`src/gauge_defines.svh`:
```
// constants shared by both ends of the gauge mode sequencer link
// assumes a single 50 MHz clock on both ends
`ifndef GAUGE_DEFINES_SVH
`define GAUGE_DEFINES_SVH

// ==========================================================
// timing
`define GAUGE_CLK_HZ 50000000
`define GAUGE_HOLD_MS 2000
`define GAUGE_HOLD_CYC ((`GAUGE_HOLD_MS / 1000) * `GAUGE_CLK_HZ)

// ==========================================================
// command words, same layout as the fieldbus third output word
`define CMD_W 16
`define CMD_HEAT_LOSS_ONLY 16'h0002
`define CMD_CORRECT_VALUE 16'h4002
`define CMD_RETURN_AUTO 16'h0009

// ==========================================================
// control input pair codes {correct, mode_select}
`define CTL_NONE 2'b00
`define CTL_MODE 2'b01
`define CTL_CORR 2'b10
`define CTL_BOTH 2'b11

// ==========================================================
// host register map, byte addresses
`define HREG_CMD 8'h00
`define HREG_PINS 8'h04
`define HREG_STATUS 8'h08
`define PIN_EN_BIT 0
`define PIN_MODE_BIT 1
`define PIN_CORR_BIT 2
`define ST_BUSY_BIT 0
`define ST_HLO_BIT 1
`define ST_CORR_BIT 2
`define ST_ACK_BIT 3

`endif

```
`src/gauge_pkg.sv`:
```
// types for the gauge mode sequencer
// assumes gauge_defines.svh is on the include path
`include "gauge_defines.svh"

package gauge_pkg;

    // ==========================================================
    // sequencer states
    typedef enum logic [1:0] {
        ST_AUTO,
        ST_CHECK,
        ST_CORRECT,
        ST_STORED
    } seq_state_t;

    typedef logic [`CMD_W-1:0] cmd_word_t;
    typedef logic [1:0] ctl_pair_t;

endpackage

```
`src/gauge_link_if.sv`:
```
// link between the gauge sequencer and its controlling host
// assumes both ends share one clock; pins are plain levels
`timescale 1ns/10ps
`include "gauge_defines.svh"

interface gauge_link_if;
    logic cmd_valid;
    logic [`CMD_W-1:0] cmd_word;
    logic cmd_ack;
    logic ext_enable;
    logic ctrl_mode;
    logic ctrl_corr;
    logic heat_loss_only;
    logic correcting;

    modport dev (
        input cmd_valid,
        input cmd_word,
        input ext_enable,
        input ctrl_mode,
        input ctrl_corr,
        output cmd_ack,
        output heat_loss_only,
        output correcting
    );

    modport host (
        output cmd_valid,
        output cmd_word,
        output ext_enable,
        output ctrl_mode,
        output ctrl_corr,
        input cmd_ack,
        input heat_loss_only,
        input correcting
    );
endinterface

```
`src/gauge_seq_dev.sv`:
```
// gauge end: mode and heat-loss calibration sequencer
// assumes link pins may be asynchronous; user inputs share core_clk_i
//
// Function
// first heat-loss command enters check step
// correct command starts automatic value correction
// second heat-loss command stores corrected full scale
// return command restores auto range, auto filament
// zero point uses same order at low pressure
// zero sequence stores zero point, not full scale
// serial command word equals fieldbus third word
// control input changes ignored while enable low
// steps held under hold time are rejected
// mode then both inputs corrects full scale
// release correct stores; release mode returns auto
// mode only to correct only corrects zero
// correct back to mode stores zero point
// auto range switches branches at switch point
// heat-loss mode never selects ionisation branch
// heat-loss mode drives status indicator red
// filament one first, two on fault
// synchronise and hold-qualify control inputs
// correction ignored unless check step done
`timescale 1ns/10ps
`include "gauge_defines.svh"

module gauge_seq_dev
    import gauge_pkg::*;
#(
    parameter int unsigned HOLD_CYC = `GAUGE_HOLD_CYC
) (
    input wire logic core_clk_i,
    input wire logic srst_i,
    gauge_link_if.dev link,
    input wire logic low_pressure_i,
    input wire logic below_switch_point_i,
    input wire logic fil1_fault_i,
    output logic heat_loss_only_o,
    output logic ion_branch_o,
    output logic filament2_o,
    output logic led_red_o,
    output logic led_green_o,
    output logic correcting_o,
    output logic store_full_scale_o,
    output logic store_zero_o
);

    localparam int unsigned CNT_W = $clog2(HOLD_CYC + 1);
    localparam int unsigned NPIN = 3;

    // ==========================================================
    // pin synchronisers
    logic [NPIN-1:0] pin_raw;
    logic [NPIN-1:0] pin_lvl;

    assign pin_raw = {link.ctrl_corr, link.ctrl_mode, link.ext_enable};

    generate
        for (genvar i = 0; i < NPIN; i++) begin : g_sync
            logic s1_q;
            logic s2_q;
            logic s3_q;
            logic lvl_q;
            // level moves only when second and third stage agree, see
            always_ff @(posedge core_clk_i) begin
                if (srst_i) begin
                    s1_q <= 1'b0;
                    s2_q <= 1'b0;
                    s3_q <= 1'b0;
                    lvl_q <= 1'b0;
                end else begin
                    s1_q <= pin_raw[i];
                    s2_q <= s1_q;
                    s3_q <= s2_q;
                    if (s2_q == s3_q) begin
                        lvl_q <= s3_q;
                    end
                end
            end
            assign pin_lvl[i] = lvl_q;
        end
    endgenerate

    logic en_lvl;
    ctl_pair_t ctl_lvl;

    assign en_lvl = pin_lvl[`PIN_EN_BIT];
    assign ctl_lvl = {pin_lvl[`PIN_CORR_BIT], pin_lvl[`PIN_MODE_BIT]};

    // ==========================================================
    // hold-time qualifier
    ctl_pair_t cand_q;
    ctl_pair_t acc_q;
    ctl_pair_t from_q;
    logic [CNT_W-1:0] hold_cnt_q;
    logic step_q;

    always_ff @(posedge core_clk_i) begin
        if (srst_i) begin
            cand_q <= `CTL_NONE;
            acc_q <= `CTL_NONE;
            from_q <= `CTL_NONE;
            hold_cnt_q <= '0;
            step_q <= 1'b0;
        end else begin
            step_q <= 1'b0;
            if (ctl_lvl != cand_q) begin
                // a new level restarts the count; short steps die here, see
                cand_q <= ctl_lvl;
                hold_cnt_q <= '0;
            end else if (cand_q != acc_q) begin
                if (hold_cnt_q == CNT_W'(HOLD_CYC)) begin
                    acc_q <= cand_q;
                    from_q <= acc_q;
                    hold_cnt_q <= '0;
                    // disabled inputs are tracked but never acted on, see
                    step_q <= en_lvl;
                end else begin
                    hold_cnt_q <= hold_cnt_q + 1'b1;
                end
            end
        end
    end

    // ==========================================================
    // command intake
    logic ack_q;
    logic cmd_take;
    logic cmd_hlo;
    logic cmd_corr;
    logic cmd_ret;

    assign cmd_take = link.cmd_valid && !ack_q;
    // one word decode serves serial and fieldbus alike, see
    assign cmd_hlo = cmd_take && (link.cmd_word == `CMD_HEAT_LOSS_ONLY);
    assign cmd_corr = cmd_take && (link.cmd_word == `CMD_CORRECT_VALUE);
    assign cmd_ret = cmd_take && (link.cmd_word == `CMD_RETURN_AUTO);

    always_ff @(posedge core_clk_i) begin
        if (srst_i) begin
            ack_q <= 1'b0;
        end else begin
            ack_q <= cmd_take;
        end
    end

    assign link.cmd_ack = ack_q;

    // ==========================================================
    // step decode
    logic st_enter;
    logic st_full;
    logic st_zero;
    logic st_store_full;
    logic st_store_zero;
    logic st_release;

    assign st_enter = step_q && (from_q == `CTL_NONE) && (acc_q == `CTL_MODE);
    assign st_full = step_q && (from_q == `CTL_MODE) && (acc_q == `CTL_BOTH);
    assign st_zero = step_q && (from_q == `CTL_MODE) && (acc_q == `CTL_CORR);
    assign st_store_full = step_q && (from_q == `CTL_BOTH) && (acc_q == `CTL_MODE);
    assign st_store_zero = step_q && (from_q == `CTL_CORR) && (acc_q == `CTL_MODE);
    assign st_release = step_q && (acc_q == `CTL_NONE);

    // ==========================================================
    // sequencer
    seq_state_t state_q;
    logic zero_q;
    logic store_full_q;
    logic store_zero_q;

    always_ff @(posedge core_clk_i) begin
        if (srst_i) begin
            state_q <= ST_AUTO;
            zero_q <= 1'b0;
            store_full_q <= 1'b0;
            store_zero_q <= 1'b0;
        end else begin
            store_full_q <= 1'b0;
            store_zero_q <= 1'b0;
            if (cmd_ret || st_release) begin
                // closing step from any state, see
                state_q <= ST_AUTO;
            end else begin
                unique case (state_q)
                    ST_AUTO: begin
                        if (cmd_hlo || st_enter) begin
                            state_q <= ST_CHECK;
                        end
                    end
                    ST_CHECK: begin
                        if (cmd_corr) begin
                            state_q <= ST_CORRECT;
                            zero_q <= low_pressure_i;
                        end else if (st_full) begin
                            state_q <= ST_CORRECT;
                            zero_q <= 1'b0;
                        end else if (st_zero) begin
                            state_q <= ST_CORRECT;
                            zero_q <= 1'b1;
                        end
                    end
                    ST_CORRECT: begin
                        if (cmd_hlo) begin
                            state_q <= ST_STORED;
                            store_full_q <= !zero_q;
                            store_zero_q <= zero_q;
                        end else if (st_store_full && !zero_q) begin
                            state_q <= ST_STORED;
                            store_full_q <= 1'b1;
                        end else if (st_store_zero && zero_q) begin
                            state_q <= ST_STORED;
                            store_zero_q <= 1'b1;
                        end
                    end
                    ST_STORED: begin
                        // a repeated heat-loss command keeps the stored value
                        state_q <= ST_STORED;
                    end
                endcase
            end
            // correct commands outside check fall through untouched, see
        end
    end

    // ==========================================================
    // outputs
    logic hlo_q;
    logic ion_q;
    logic fil2_q;
    logic red_q;
    logic green_q;
    logic corr_q;

    always_ff @(posedge core_clk_i) begin
        if (srst_i) begin
            hlo_q <= 1'b0;
            ion_q <= 1'b0;
            fil2_q <= 1'b0;
            red_q <= 1'b0;
            green_q <= 1'b0;
            corr_q <= 1'b0;
        end else begin
            hlo_q <= (state_q != ST_AUTO);
            // ionisation only in auto range below switch point, see
            ion_q <= (state_q == ST_AUTO) && below_switch_point_i;
            fil2_q <= fil1_fault_i;
            red_q <= (state_q != ST_AUTO);
            green_q <= (state_q == ST_AUTO) && below_switch_point_i;
            corr_q <= (state_q == ST_CORRECT);
        end
    end

    assign heat_loss_only_o = hlo_q;
    assign ion_branch_o = ion_q;
    assign filament2_o = fil2_q;
    assign led_red_o = red_q;
    assign led_green_o = green_q;
    assign correcting_o = corr_q;
    assign store_full_scale_o = store_full_q;
    assign store_zero_o = store_zero_q;
    assign link.heat_loss_only = hlo_q;
    assign link.correcting = corr_q;

endmodule

```
`src/flat_wrapper.sv`:
```
// flat-port wrapper written by rule: the top's interface ports become plain ports
module gauge_seq_dev_flat import gauge_pkg::*;
#(
    parameter int unsigned HOLD_CYC = `GAUGE_HOLD_CYC
)
  (core_clk_i, srst_i, low_pressure_i, below_switch_point_i, fil1_fault_i, heat_loss_only_o, ion_branch_o, filament2_o, led_red_o, led_green_o, correcting_o, store_full_scale_o, store_zero_o, link_cmd_valid, link_cmd_word, link_ext_enable, link_ctrl_mode, link_ctrl_corr, link_cmd_ack, link_heat_loss_only, link_correcting);
  gauge_link_if link_i ();
  input wire logic core_clk_i;
  input wire logic srst_i;
  input wire logic low_pressure_i;
  input wire logic below_switch_point_i;
  input wire logic fil1_fault_i;
  output logic heat_loss_only_o;
  output logic ion_branch_o;
  output logic filament2_o;
  output logic led_red_o;
  output logic led_green_o;
  output logic correcting_o;
  output logic store_full_scale_o;
  output logic store_zero_o;
  input wire logic [$bits(link_i.cmd_valid)-1:0] link_cmd_valid;
  input wire logic [$bits(link_i.cmd_word)-1:0] link_cmd_word;
  input wire logic [$bits(link_i.ext_enable)-1:0] link_ext_enable;
  input wire logic [$bits(link_i.ctrl_mode)-1:0] link_ctrl_mode;
  input wire logic [$bits(link_i.ctrl_corr)-1:0] link_ctrl_corr;
  output wire logic [$bits(link_i.cmd_ack)-1:0] link_cmd_ack;
  output wire logic [$bits(link_i.heat_loss_only)-1:0] link_heat_loss_only;
  output wire logic [$bits(link_i.correcting)-1:0] link_correcting;
  assign link_i.cmd_valid = link_cmd_valid;
  assign link_i.cmd_word = link_cmd_word;
  assign link_i.ext_enable = link_ext_enable;
  assign link_i.ctrl_mode = link_ctrl_mode;
  assign link_i.ctrl_corr = link_ctrl_corr;
  assign link_cmd_ack = link_i.cmd_ack;
  assign link_heat_loss_only = link_i.heat_loss_only;
  assign link_correcting = link_i.correcting;
  gauge_seq_dev #(.HOLD_CYC(HOLD_CYC)) u_core (.core_clk_i(core_clk_i), .srst_i(srst_i), .link(link_i), .low_pressure_i(low_pressure_i), .below_switch_point_i(below_switch_point_i), .fil1_fault_i(fil1_fault_i), .heat_loss_only_o(heat_loss_only_o), .ion_branch_o(ion_branch_o), .filament2_o(filament2_o), .led_red_o(led_red_o), .led_green_o(led_green_o), .correcting_o(correcting_o), .store_full_scale_o(store_full_scale_o), .store_zero_o(store_zero_o));
endmodule
```
`config.mk`:
```
export PLATFORM = sky130hd
export DESIGN_NAME = gauge_seq_dev_flat
export DESIGN_NICKNAME = d
export VERILOG_FILES = /design/src/gauge_pkg.sv /design/src/gauge_link_if.sv /design/src/gauge_seq_dev.sv /design/src/flat_wrapper.sv
export VERILOG_INCLUDE_DIRS = /design/src
export SDC_FILE = /design/constraint.sdc
export NUM_CORES = 1
export LEC_CHECK = 0
export BUFFER_PORTS_ARGS = -buffer_cell sky130_fd_sc_hd__buf_2
export CORE_MARGIN = 2
export CORE_UTILIZATION = 56
export DETAILED_ROUTE_END_ITERATION = 8
export PLACE_DENSITY = 0.88
export SKIP_CTS_REPAIR_TIMING = 1
export SLEW_MARGIN = 10
export SYNTH_ARGS = -nofsm -noshare
export SYNTH_HDL_FRONTEND = slang
export SYNTH_SLANG_ARGS = --single-unit
```
`constraint.sdc`:
```
create_clock -name core_clk_i -period 2.55 [get_ports core_clk_i]
set_clock_uncertainty 0.2 [all_clocks]
set_input_delay 0.3825 -clock core_clk_i [delete_from_list [all_inputs] [get_ports core_clk_i]]
set_output_delay 0.3825 -clock core_clk_i [all_outputs]
set_load 0.01 [all_outputs]
```
### Word-level counts from Yosys, hierarchy flattened

Cells that the tools add are included.

* register bits after elaboration: 56
* input bits: 25
* output and inout port bits: 11

* add/sub/neg operators: 1
* equality and inequality tests: 21
* mux-type cells: 17
* bitwise gates (word level): 5
* reductions and logical operators: 33

Operators with widths (number)
* 27-bit by 1-bit adder with 27-bit output, second input constant: 1
* 27-bit equality test, second input constant: 1
* 27-bit two-way mux: 1
* 1-bit logical AND: 17
* 16-bit by 15-bit equality test with 1-bit output, second input constant: 1
* 16-bit by 2-bit equality test with 1-bit output, second input constant: 1
* 16-bit by 4-bit equality test with 1-bit output, second input constant: 1
* 2-bit two-way mux: 7
* 2-bit equality test, second input constant: 6
* 3-bit AND reduction: 3
* 1-bit two-way mux: 8
* 4-bit by 1-bit != test with 1-bit output, second input constant: 2
* 2-bit one-hot mux with 4 select lines: 1
* 2-bit by 1-bit equality test with 1-bit output, second input constant: 3
* 2-bit zero test: 3
* 1-bit inverter: 5
* 2-bit != test: 2
* 2-bit OR reduction: 2
* 4-bit OR reduction: 1
* 1-bit equality test: 3
* 3-bit nonzero test: 1
* 3-bit OR reduction: 1
* 1-bit zero test: 2
* 1-bit logical OR: 2
* 2 further kinds: 2

### Depth between registers and ports, before layout

Gate-level depths: netlist of the first run.

* word-level depth: 8
* depth in mapped cells: 8
* gate-level depth less buffers: 7

### Worst setup path before layout of the first run

OpenSTA, ideal clock, no wires.

* kind: register to register
* start point: reg u_core.hold_cnt_q[0]
* end point: reg u_core.hold_cnt_q[22]
* setup time: 0.115 ns
* data arrival time: 1.669 ns
* required time: 2.235 ns
* path slack: 0.567 ns
* stages on the path, launching flop included: 9
* buffers on the path: 1
* path through: dfxtp_1 -> inv_1 -> ha_1 -> nor4bb_1 -> nand4_1 -> or2_1 -> o21ai_2 -> buf_4 -> nor2_1

* longest elaborated chain between the ends: 2
* elaborated cells between the ends (all ways): 3
* classes of those cells: 1 x add/sub; 1 x eq/ne; 1 x mux

Ends and longest elaborated chain
* from (decl): line gauge_seq_dev.sv:95 `logic [CNT_W-1:0] hold_cnt_q;`
* from (signal assigned): line gauge_seq_dev.sv:119 `hold_cnt_q <= hold_cnt_q + 1'b1;`
* 27-bit by 1-bit adder with 27-bit output / 27-bit equality test (equally long branches): line gauge_seq_dev.sv:119, gauge_seq_dev.sv:112
* 27-bit two-way mux (*): line gauge_seq_dev.sv:112 `if (hold_cnt_q == CNT_W'(HOLD_CYC)) begin`

Mark *: on every way between the ends. The rest lies on a longest branch, timed or not.
A chain may end at the register's enable or synchronous reset.

### Worst setup path after layout of the first run

* start point: reg u_core.hold_cnt_q[0]
* end point: reg u_core.hold_cnt_q[19]

The elaborated chain is that of the path after synthesis.

==> qor.json, run 1 <==
{
  "worst_setup_path": {
    "required_ns": 2.56,
    "critical-path-max-stage-delay_ns": 0.34,
    "timing.critical_path.arrival_ns": 2.23,
    "crit_path_end_kind": "flop",
    "timing.critical_path.fanout_max": 14,
    "slowest_stage": "sky130_fd_sc_hd__dfxtp_1",
    "buffering_stage_count_on_the_worst_path_with_inverters_included": 2,
    "list_of_cells_traversed_by_the_critical_path": "inv_1 -> ha_1 -> nor4bb_1 -> nand4_1 -> or2_1 -> o21ai_2 -> buf_4 -> nor2_1",
    "timing.setup.critical_path_class": "reg -> reg",
    "critPathLaunchType": "flop",
    "critical_path.top_delay_family": "simple AND/OR/NAND/NOR gates"
  },
  "clock_tree": {
    "clk_pin_slew_worst_paths_ns": 0.10,
    "clk_path_buf_depth": 2,
    "clock_tree_from_tritoncts": "built",
    "clock_h_tree_levels": 2,
    "cts.sinks": 56,
    "root_buffer": "sky130_fd_sc_hd__clkbuf_8",
    "cts_made_buffers": 5,
    "clkLatencyLatePin_ns": 0.32
  },
  "grt": {
    "grt_overflow": 0,
    "initial_antenna_violation_count": 0,
    "grt_start_max_net_pins": 29,
    "grt_pass1_vias": 1973,
    "grt_pass1_wl_mm": 8.40,
    "global_route.usage.total": 0.209
  },
  "layout": {
    "commonest_non_fill_non_tap_cell_in_the_layout": "sky130_fd_sc_hd__dfxtp_1",
    "nNetsFinal": 338,
    "antennaDiodeCount": 0,
    "mostFrequentLayoutCells": "sky130_fd_sc_hd__dfxtp_1 (56), sky130_fd_sc_hd__nor2_1 (39), sky130_fd_sc_hd__buf_2 (35)",
    "area_delta_synth_final_pct": 11.5,
    "post_route_cells_drive_above_1_share": 0.176
  },
  "die": {
    "die_width_um": 71.0,
    "rows": 24,
    "fp.coreArea_um2": 4350,
    "floorplan.io_pins": 36,
    "initial_utilization": 0.578,
    "die_h_um": 71.0,
    "dieArea_um2": 5040
  },
  "synth": {
    "synth-simple-area-share": 0.321,
    "synth_fa_ha_area_frac": 0.00995,
    "syn_inst": 278,
    "ys.flop_type": "sky130_fd_sc_hd__dfxtp_1",
    "multiplexer_fraction_of_the_synthesized_cell_area": 0.0244,
    "synth_area_per_cell_um2": 9.05,
    "synth.net_count": 305,
    "synth.yosys.warnings": 0,
    "largest_family_of_logic_cells_by_synthesized_area": "simple AND/OR/NAND/NOR gates",
    "synth-edff-count": 0,
    "post_synth_instance_area_um2": 2510,
    "fraction_of_the_mapped_netlist_area_in_compound_gates": 0.0622,
    "synth.yosys.seq_area_share": 0.446,
    "synth-async-reset-ratio": 0,
    "yosys.area_share.xor_xnor": 0.104,
    "count_of_different_cell_masters_after_synthesis": 46,
    "flop_and_latch_count_out_of_synthesis": 56
  },
  "power": {
    "p_per_area_nw_per_um2": 524,
    "total_power_mw": 1.47,
    "static-leakage-power_nw": 1.05,
    "max-vdd-ir-drop_uv": 418
  },
  "outcome": {
    "status": "finished clean"
  },
  "placed_design": {
    "final_weighted_congestion_in_routability_driven_placement": 0.847,
    "port_buffers": 35,
    "place_worst_setup_slack_ns": 0.355,
    "detailed_place_hpwl_mm": 3.62
  },
  "drt": {
    "antenna_left": 0,
    "via_count": 2038,
    "drt_wl_total_mm": 4.86,
    "drt_iter0_drc": 155,
    "firstDrtPassIters": 4,
    "viasPerCell": 5.60,
    "route.detailed.drc": 0,
    "average_wire_per_cell_in_the_routed_design_um": 13.3
  },
  "timing": {
    "fin_crit_sh": 0.872,
    "max_slew_margin": 0.685,
    "timing_max_transition_violations_final": 0,
    "final_period_minus_worst_setup_slack_ns": 2.22,
    "setup_viol": 0,
    "final.setup.tns_ns": 0,
    "tightest_slew_ns": 0.469,
    "max_freq_ghz": 0.450,
    "grt_setup_unrepaired": "false",
    "final-hold-violation-count": 0,
    "timing.final.ws_setup_ns": 0.327
  },
  "hold_path": {
    "timing.hold.worst.class": "in -> reg"
  },
  "job": {
    "drv_cap": 0
  }
}
-- layer usage --
layer | GRT usage | vias up | wire, um
met2 | 0.369 | 55 | 2420
li1 | - | 1041 | -
met4 | 0.0839 | 0 | 80
met1 | 0.248 | 936 | 2110
met3 | 0.0427 | 6 | 240
met5 | 0 | - | 0
-- synth_stat cells (3+ instances only) --
master | count | share of area
sky130_fd_sc_hd__nand4_1 | 9 | 0.022
sky130_fd_sc_hd__xor2_1 | 17 | 0.059
sky130_fd_sc_hd__nor2_1 | 39 | 0.058
sky130_fd_sc_hd__buf_4 | 6 | 0.018
sky130_fd_sc_hd__a21oi_1 | 5 | 0.0099
sky130_fd_sc_hd__nor4_1 | 9 | 0.022
sky130_fd_sc_hd__nor4b_1 | 3 | 0.010
sky130_fd_sc_hd__nand3_1 | 14 | 0.028
sky130_fd_sc_hd__dfxtp_1 | 56 | 0.45
sky130_fd_sc_hd__xnor2_1 | 13 | 0.045
sky130_fd_sc_hd__nor3_1 | 5 | 0.0099
sky130_fd_sc_hd__clkbuf_1 | 4 | 0.0060
sky130_fd_sc_hd__and3_1 | 6 | 0.015
sky130_fd_sc_hd__mux2i_1 | 5 | 0.020
sky130_fd_sc_hd__o21ai_0 | 6 | 0.012
sky130_fd_sc_hd__nor2b_1 | 15 | 0.037
sky130_fd_sc_hd__nand2_1 | 20 | 0.030
sky130_fd_sc_hd__nand2b_1 | 3 | 0.0075
sky130_fd_sc_hd__and4_1 | 3 | 0.010
sky130_fd_sc_hd__inv_1 | 3 | 0.0045
sky130_fd_sc_hd__a31oi_1 | 4 | 0.0099
-- cells by family (layout without fill, tap and decap cells) --
group | after synthesis | after routing
XOR/XNOR | 30 | 30
multiplexers | 6 | 6
AND/OR/NAND/NOR | 145 | 145
adder cells (fa/ha/maj) | 2 | 2
buffers and inverters | 15 | 49
flip-flops | 56 | 56
AO/OA/AOI/OAI | 24 | 24
-- area by class of cell --
type	instances	area, um^2
clock buffers	5	68.8
clock inverters	3	28.8
fillers	347	1550
inverters	3	11.3
multi-input cells	207	1310
flip-flops and latches	56	1120
well taps	52	65.1
repair buffers	38	198
-- registers in the layout, summed over array words and instances, names as in the netlist --
name                       flops
u_core.g_sync.lvl_q            2
u_core.state_q                 2
u_core.ion_branch_o            1
u_core.step_q                  1
u_core.g_sync.s3_q             3
u_core.link.cmd_ack            1
u_core.hold_cnt_q             27
u_core.from_q                  2
u_core.g_sync.s2_q             3
u_core.acc_q                   2
u_core.heat_loss_only_o        1
u_core.store_full_scale_o      1
u_core.store_zero_o            1
u_core.zero_q                  1
u_core.cand_q                  2
u_core.en_lvl                  1
u_core.correcting_o            1
u_core.filament2_o             1
u_core.g_sync.s1_q             3
-- worst paths after layout --
kind | startpoint | endpoint | slack, ns | cells after the start
hold reg to reg | u_core.g_sync[0].s1_q | u_core.g_sync[0].s2_q | 0.25 | 1
setup reg to reg | u_core.hold_cnt_q[0] | u_core.hold_cnt_q[19] | 0.33 | 8
hold / removal | link_ext_enable | u_core.g_sync[0].s1_q | 0.07 | 2
setup / recovery | u_core.hold_cnt_q[0] | u_core.hold_cnt_q[19] | 0.33 | 8
-- through the flow --
stage / cell area (um^2) / util / hold WS (ns) / instances
5_1_grt: 2810 / 0.644 / 0.0677 / 364
3_5_place_dp: 2710 / 0.622 / 0.233 / 356
4_1_cts: 2810 / 0.644 / 0.0523 / 364
6_report: 2810 / 0.644 / 0.0660 / 364
3_3_place_gp: 2710 / 0.622 / 0.214 / 356
2_1_floorplan: 2510 / - / 0.214 / 278
-- power breakdown --
part	switching, mW	internal, mW	total, mW
sequential	0.00677	0.886	0.893
clock	0.311	0.208	0.519
combinational	0.0303	0.0294	0.0597
total	0.348	1.12	1.47
(Power assumes the default switching activity.)
==> run 2: changes to the inputs <==
Settings changed: CORE_UTILIZATION 56 to 40, PLACE_DENSITY 0.88 to 0.69, REMOVE_ABC_BUFFERS from default to 1.
==> qor.json, run 2 (synthesis results as in run 1) <==
{
  "outcome": {
    "status": "finished clean"
  },
  "timing": {
    "max_slew_margin": 0.671,
    "max_freq_ghz": 0.447,
    "setup_viol": 0,
    "final-hold-violation-count": 0,
    "fin_crit_sh": 0.878,
    "fin_hold_ws_ns": 0.0734,
    "timing_max_transition_violations_final": 0,
    "final_period_minus_worst_setup_slack_ns": 2.24,
    "tightest_slew_ns": 0.494,
    "final.setup.tns_ns": 0,
    "grt_setup_unrepaired": "false"
  },
  "power": {
    "clkPwrFrac": 0.340,
    "p_int_mw": 1.14,
    "seqPwrFrac": 0.619,
    "max-vdd-ir-drop_uv": 234,
    "p_per_area_nw_per_um2": 511,
    "static-leakage-power_nw": 1.04,
    "share_comb_of_total_power": 0.041,
    "net-switching-power_uw": 304,
    "total_power_mw": 1.44,
    "power.switching_fraction": 0.211
  },
  "clock_tree": {
    "clock_tree_from_tritoncts": "built",
    "clkLatencyLatePin_ns": 0.31,
    "cts_made_buffers": 5,
    "clk_path_buf_depth": 2,
    "clk_pin_slew_worst_paths_ns": 0.09,
    "clock_h_tree_levels": 2,
    "cts.sinks": 56,
    "root_buffer": "sky130_fd_sc_hd__clkbuf_8"
  },
  "grt": {
    "global_route.peak_usage_layer": "met2",
    "initial_antenna_violation_count": 0,
    "grt_pass1_wl_mm": 8.38,
    "groute.layer.met2.usage": 0.243,
    "globalRouteMet3Util": 0.0298,
    "grt_start_max_net_pins": 29,
    "global_route.usage.total": 0.144,
    "globalRouteMet1Util": 0.177,
    "grt_pass1_vias": 1910,
    "grt_overflow": 0
  },
  "worst_setup_path": {
    "timing.critical_path.arrival_ns": 2.23,
    "crit_path_end_kind": "flop",
    "slowest_stage": "sky130_fd_sc_hd__nor4bb_1",
    "critPathLaunchType": "flop",
    "critical-path-max-stage-delay_ns": 0.46,
    "required_ns": 2.54,
    "list_of_cells_traversed_by_the_critical_path": "nor4bb_1 -> o211ai_1 -> or2_1 -> o21ai_2 -> buf_4 -> nor2_1",
    "timing.critical_path.fanout_max": 24,
    "timing.setup.critical_path_class": "reg -> reg"
  },
  "drt": {
    "average_wire_per_cell_in_the_routed_design_um": 12.6,
    "viasPerCell": 5.26,
    "antenna_left": 0,
    "via_count": 2029,
    "route.detailed.drc": 0,
    "firstDrtPassIters": 4,
    "drt_wl_total_mm": 4.87,
    "drt_iter0_drc": 65
  },
  "job": {
    "drv_cap": 0
  },
  "layout": {
    "commonest_non_fill_non_tap_cell_in_the_layout": "sky130_fd_sc_hd__dfxtp_1",
    "largest_reg_flops": 27,
    "post_route_cells_drive_above_1_share": 0.167,
    "antennaDiodeCount": 0,
    "top_register": "u_core.hold_cnt_q",
    "area_delta_synth_final_pct": 12.1,
    "mostFrequentLayoutCells": "sky130_fd_sc_hd__dfxtp_1 (56), sky130_fd_sc_hd__nor2_1 (39), sky130_fd_sc_hd__buf_2 (35)",
    "nNetsFinal": 337,
    "stdcell_count": 386,
    "post_route_core_utilization": 0.471
  },
  "placed_design": {
    "port_buffers": 35,
    "final_weighted_congestion_in_routability_driven_placement": 0.850,
    "place.detailed.instances": 378,
    "detailed_place_hpwl_mm": 3.49
  },
  "die": {
    "initial_utilization": 0.420,
    "die_width_um": 83.3,
    "floorplan.io_pins": 36,
    "dieArea_um2": 6940,
    "rows": 28,
    "die_h_um": 83.3,
    "fp.coreArea_um2": 5990
  },
  "hold_path": {
    "timing.hold.worst.class": "in -> reg"
  }
}
## run 2: area by class of cell
cell class	instances	area, um^2
sequential	56	1120
fill	568	3170
tap	75	93.8
multi-input combinational	207	1310
clock buffer	8	90.1
inverter	3	11.3
timing repair buffer	37	190
## run 2: layer usage
| layer | part of all wire | routed length (um) |
|---|---|---|
| met5 | 0 | 0 |
| met4 | 0.025 | 122 |
| met3 | 0.043 | 207 |
| met2 | 0.46 | 2240 |
| met1 | 0.47 | 2300 |
## run 2: final timing paths
check / slack [ns] / cells past startpoint / startpoint / endpoint
hold reg to reg: 0.24 / 1 / u_core.g_sync[2].s1_q / u_core.g_sync[2].s2_q
hold / removal: 0.07 / 2 / link_ext_enable / u_core.g_sync[0].s1_q
setup reg to reg: 0.31 / 6 / u_core.hold_cnt_q[14] / u_core.hold_cnt_q[6]
setup / recovery: 0.31 / 6 / u_core.hold_cnt_q[14] / u_core.hold_cnt_q[6]
## run 2: per-stage QoR
| step | instance area, um^2 | worst slack [ns] |
|---|---|---|
| floorplan | 2440 | 0.351 |
| global placement | 2730 | 0.410 |
| detailed placement | 2730 | 0.356 |
| CTS | 2820 | 0.354 |
| global route | 2820 | 0.0661 |
| finish | 2820 | 0.312 |
## run 2: power groups by stage
stage          Combinational (mW)  Sequential [mW]  Clock, mW
6_report                   0.0587            0.892      0.489
5_1_grt                    0.0651            0.894      0.532
4_1_cts                    0.0591            0.892      0.504
3_5_place_dp               0.0591            0.912          0
3_3_place_gp               0.0577            0.912          0
2_1_floorplan              0.0232            0.913          0
## run 2: worst max-delay path: cells and delay by family (launching register included)
family | cells | cell delay [ns]
buffers and inverters | 1 | 0.28
flip-flops | 1 | 0.38
AO/OA/AOI/OAI | 2 | 0.37
AND/OR/NAND/NOR | 3 | 0.88
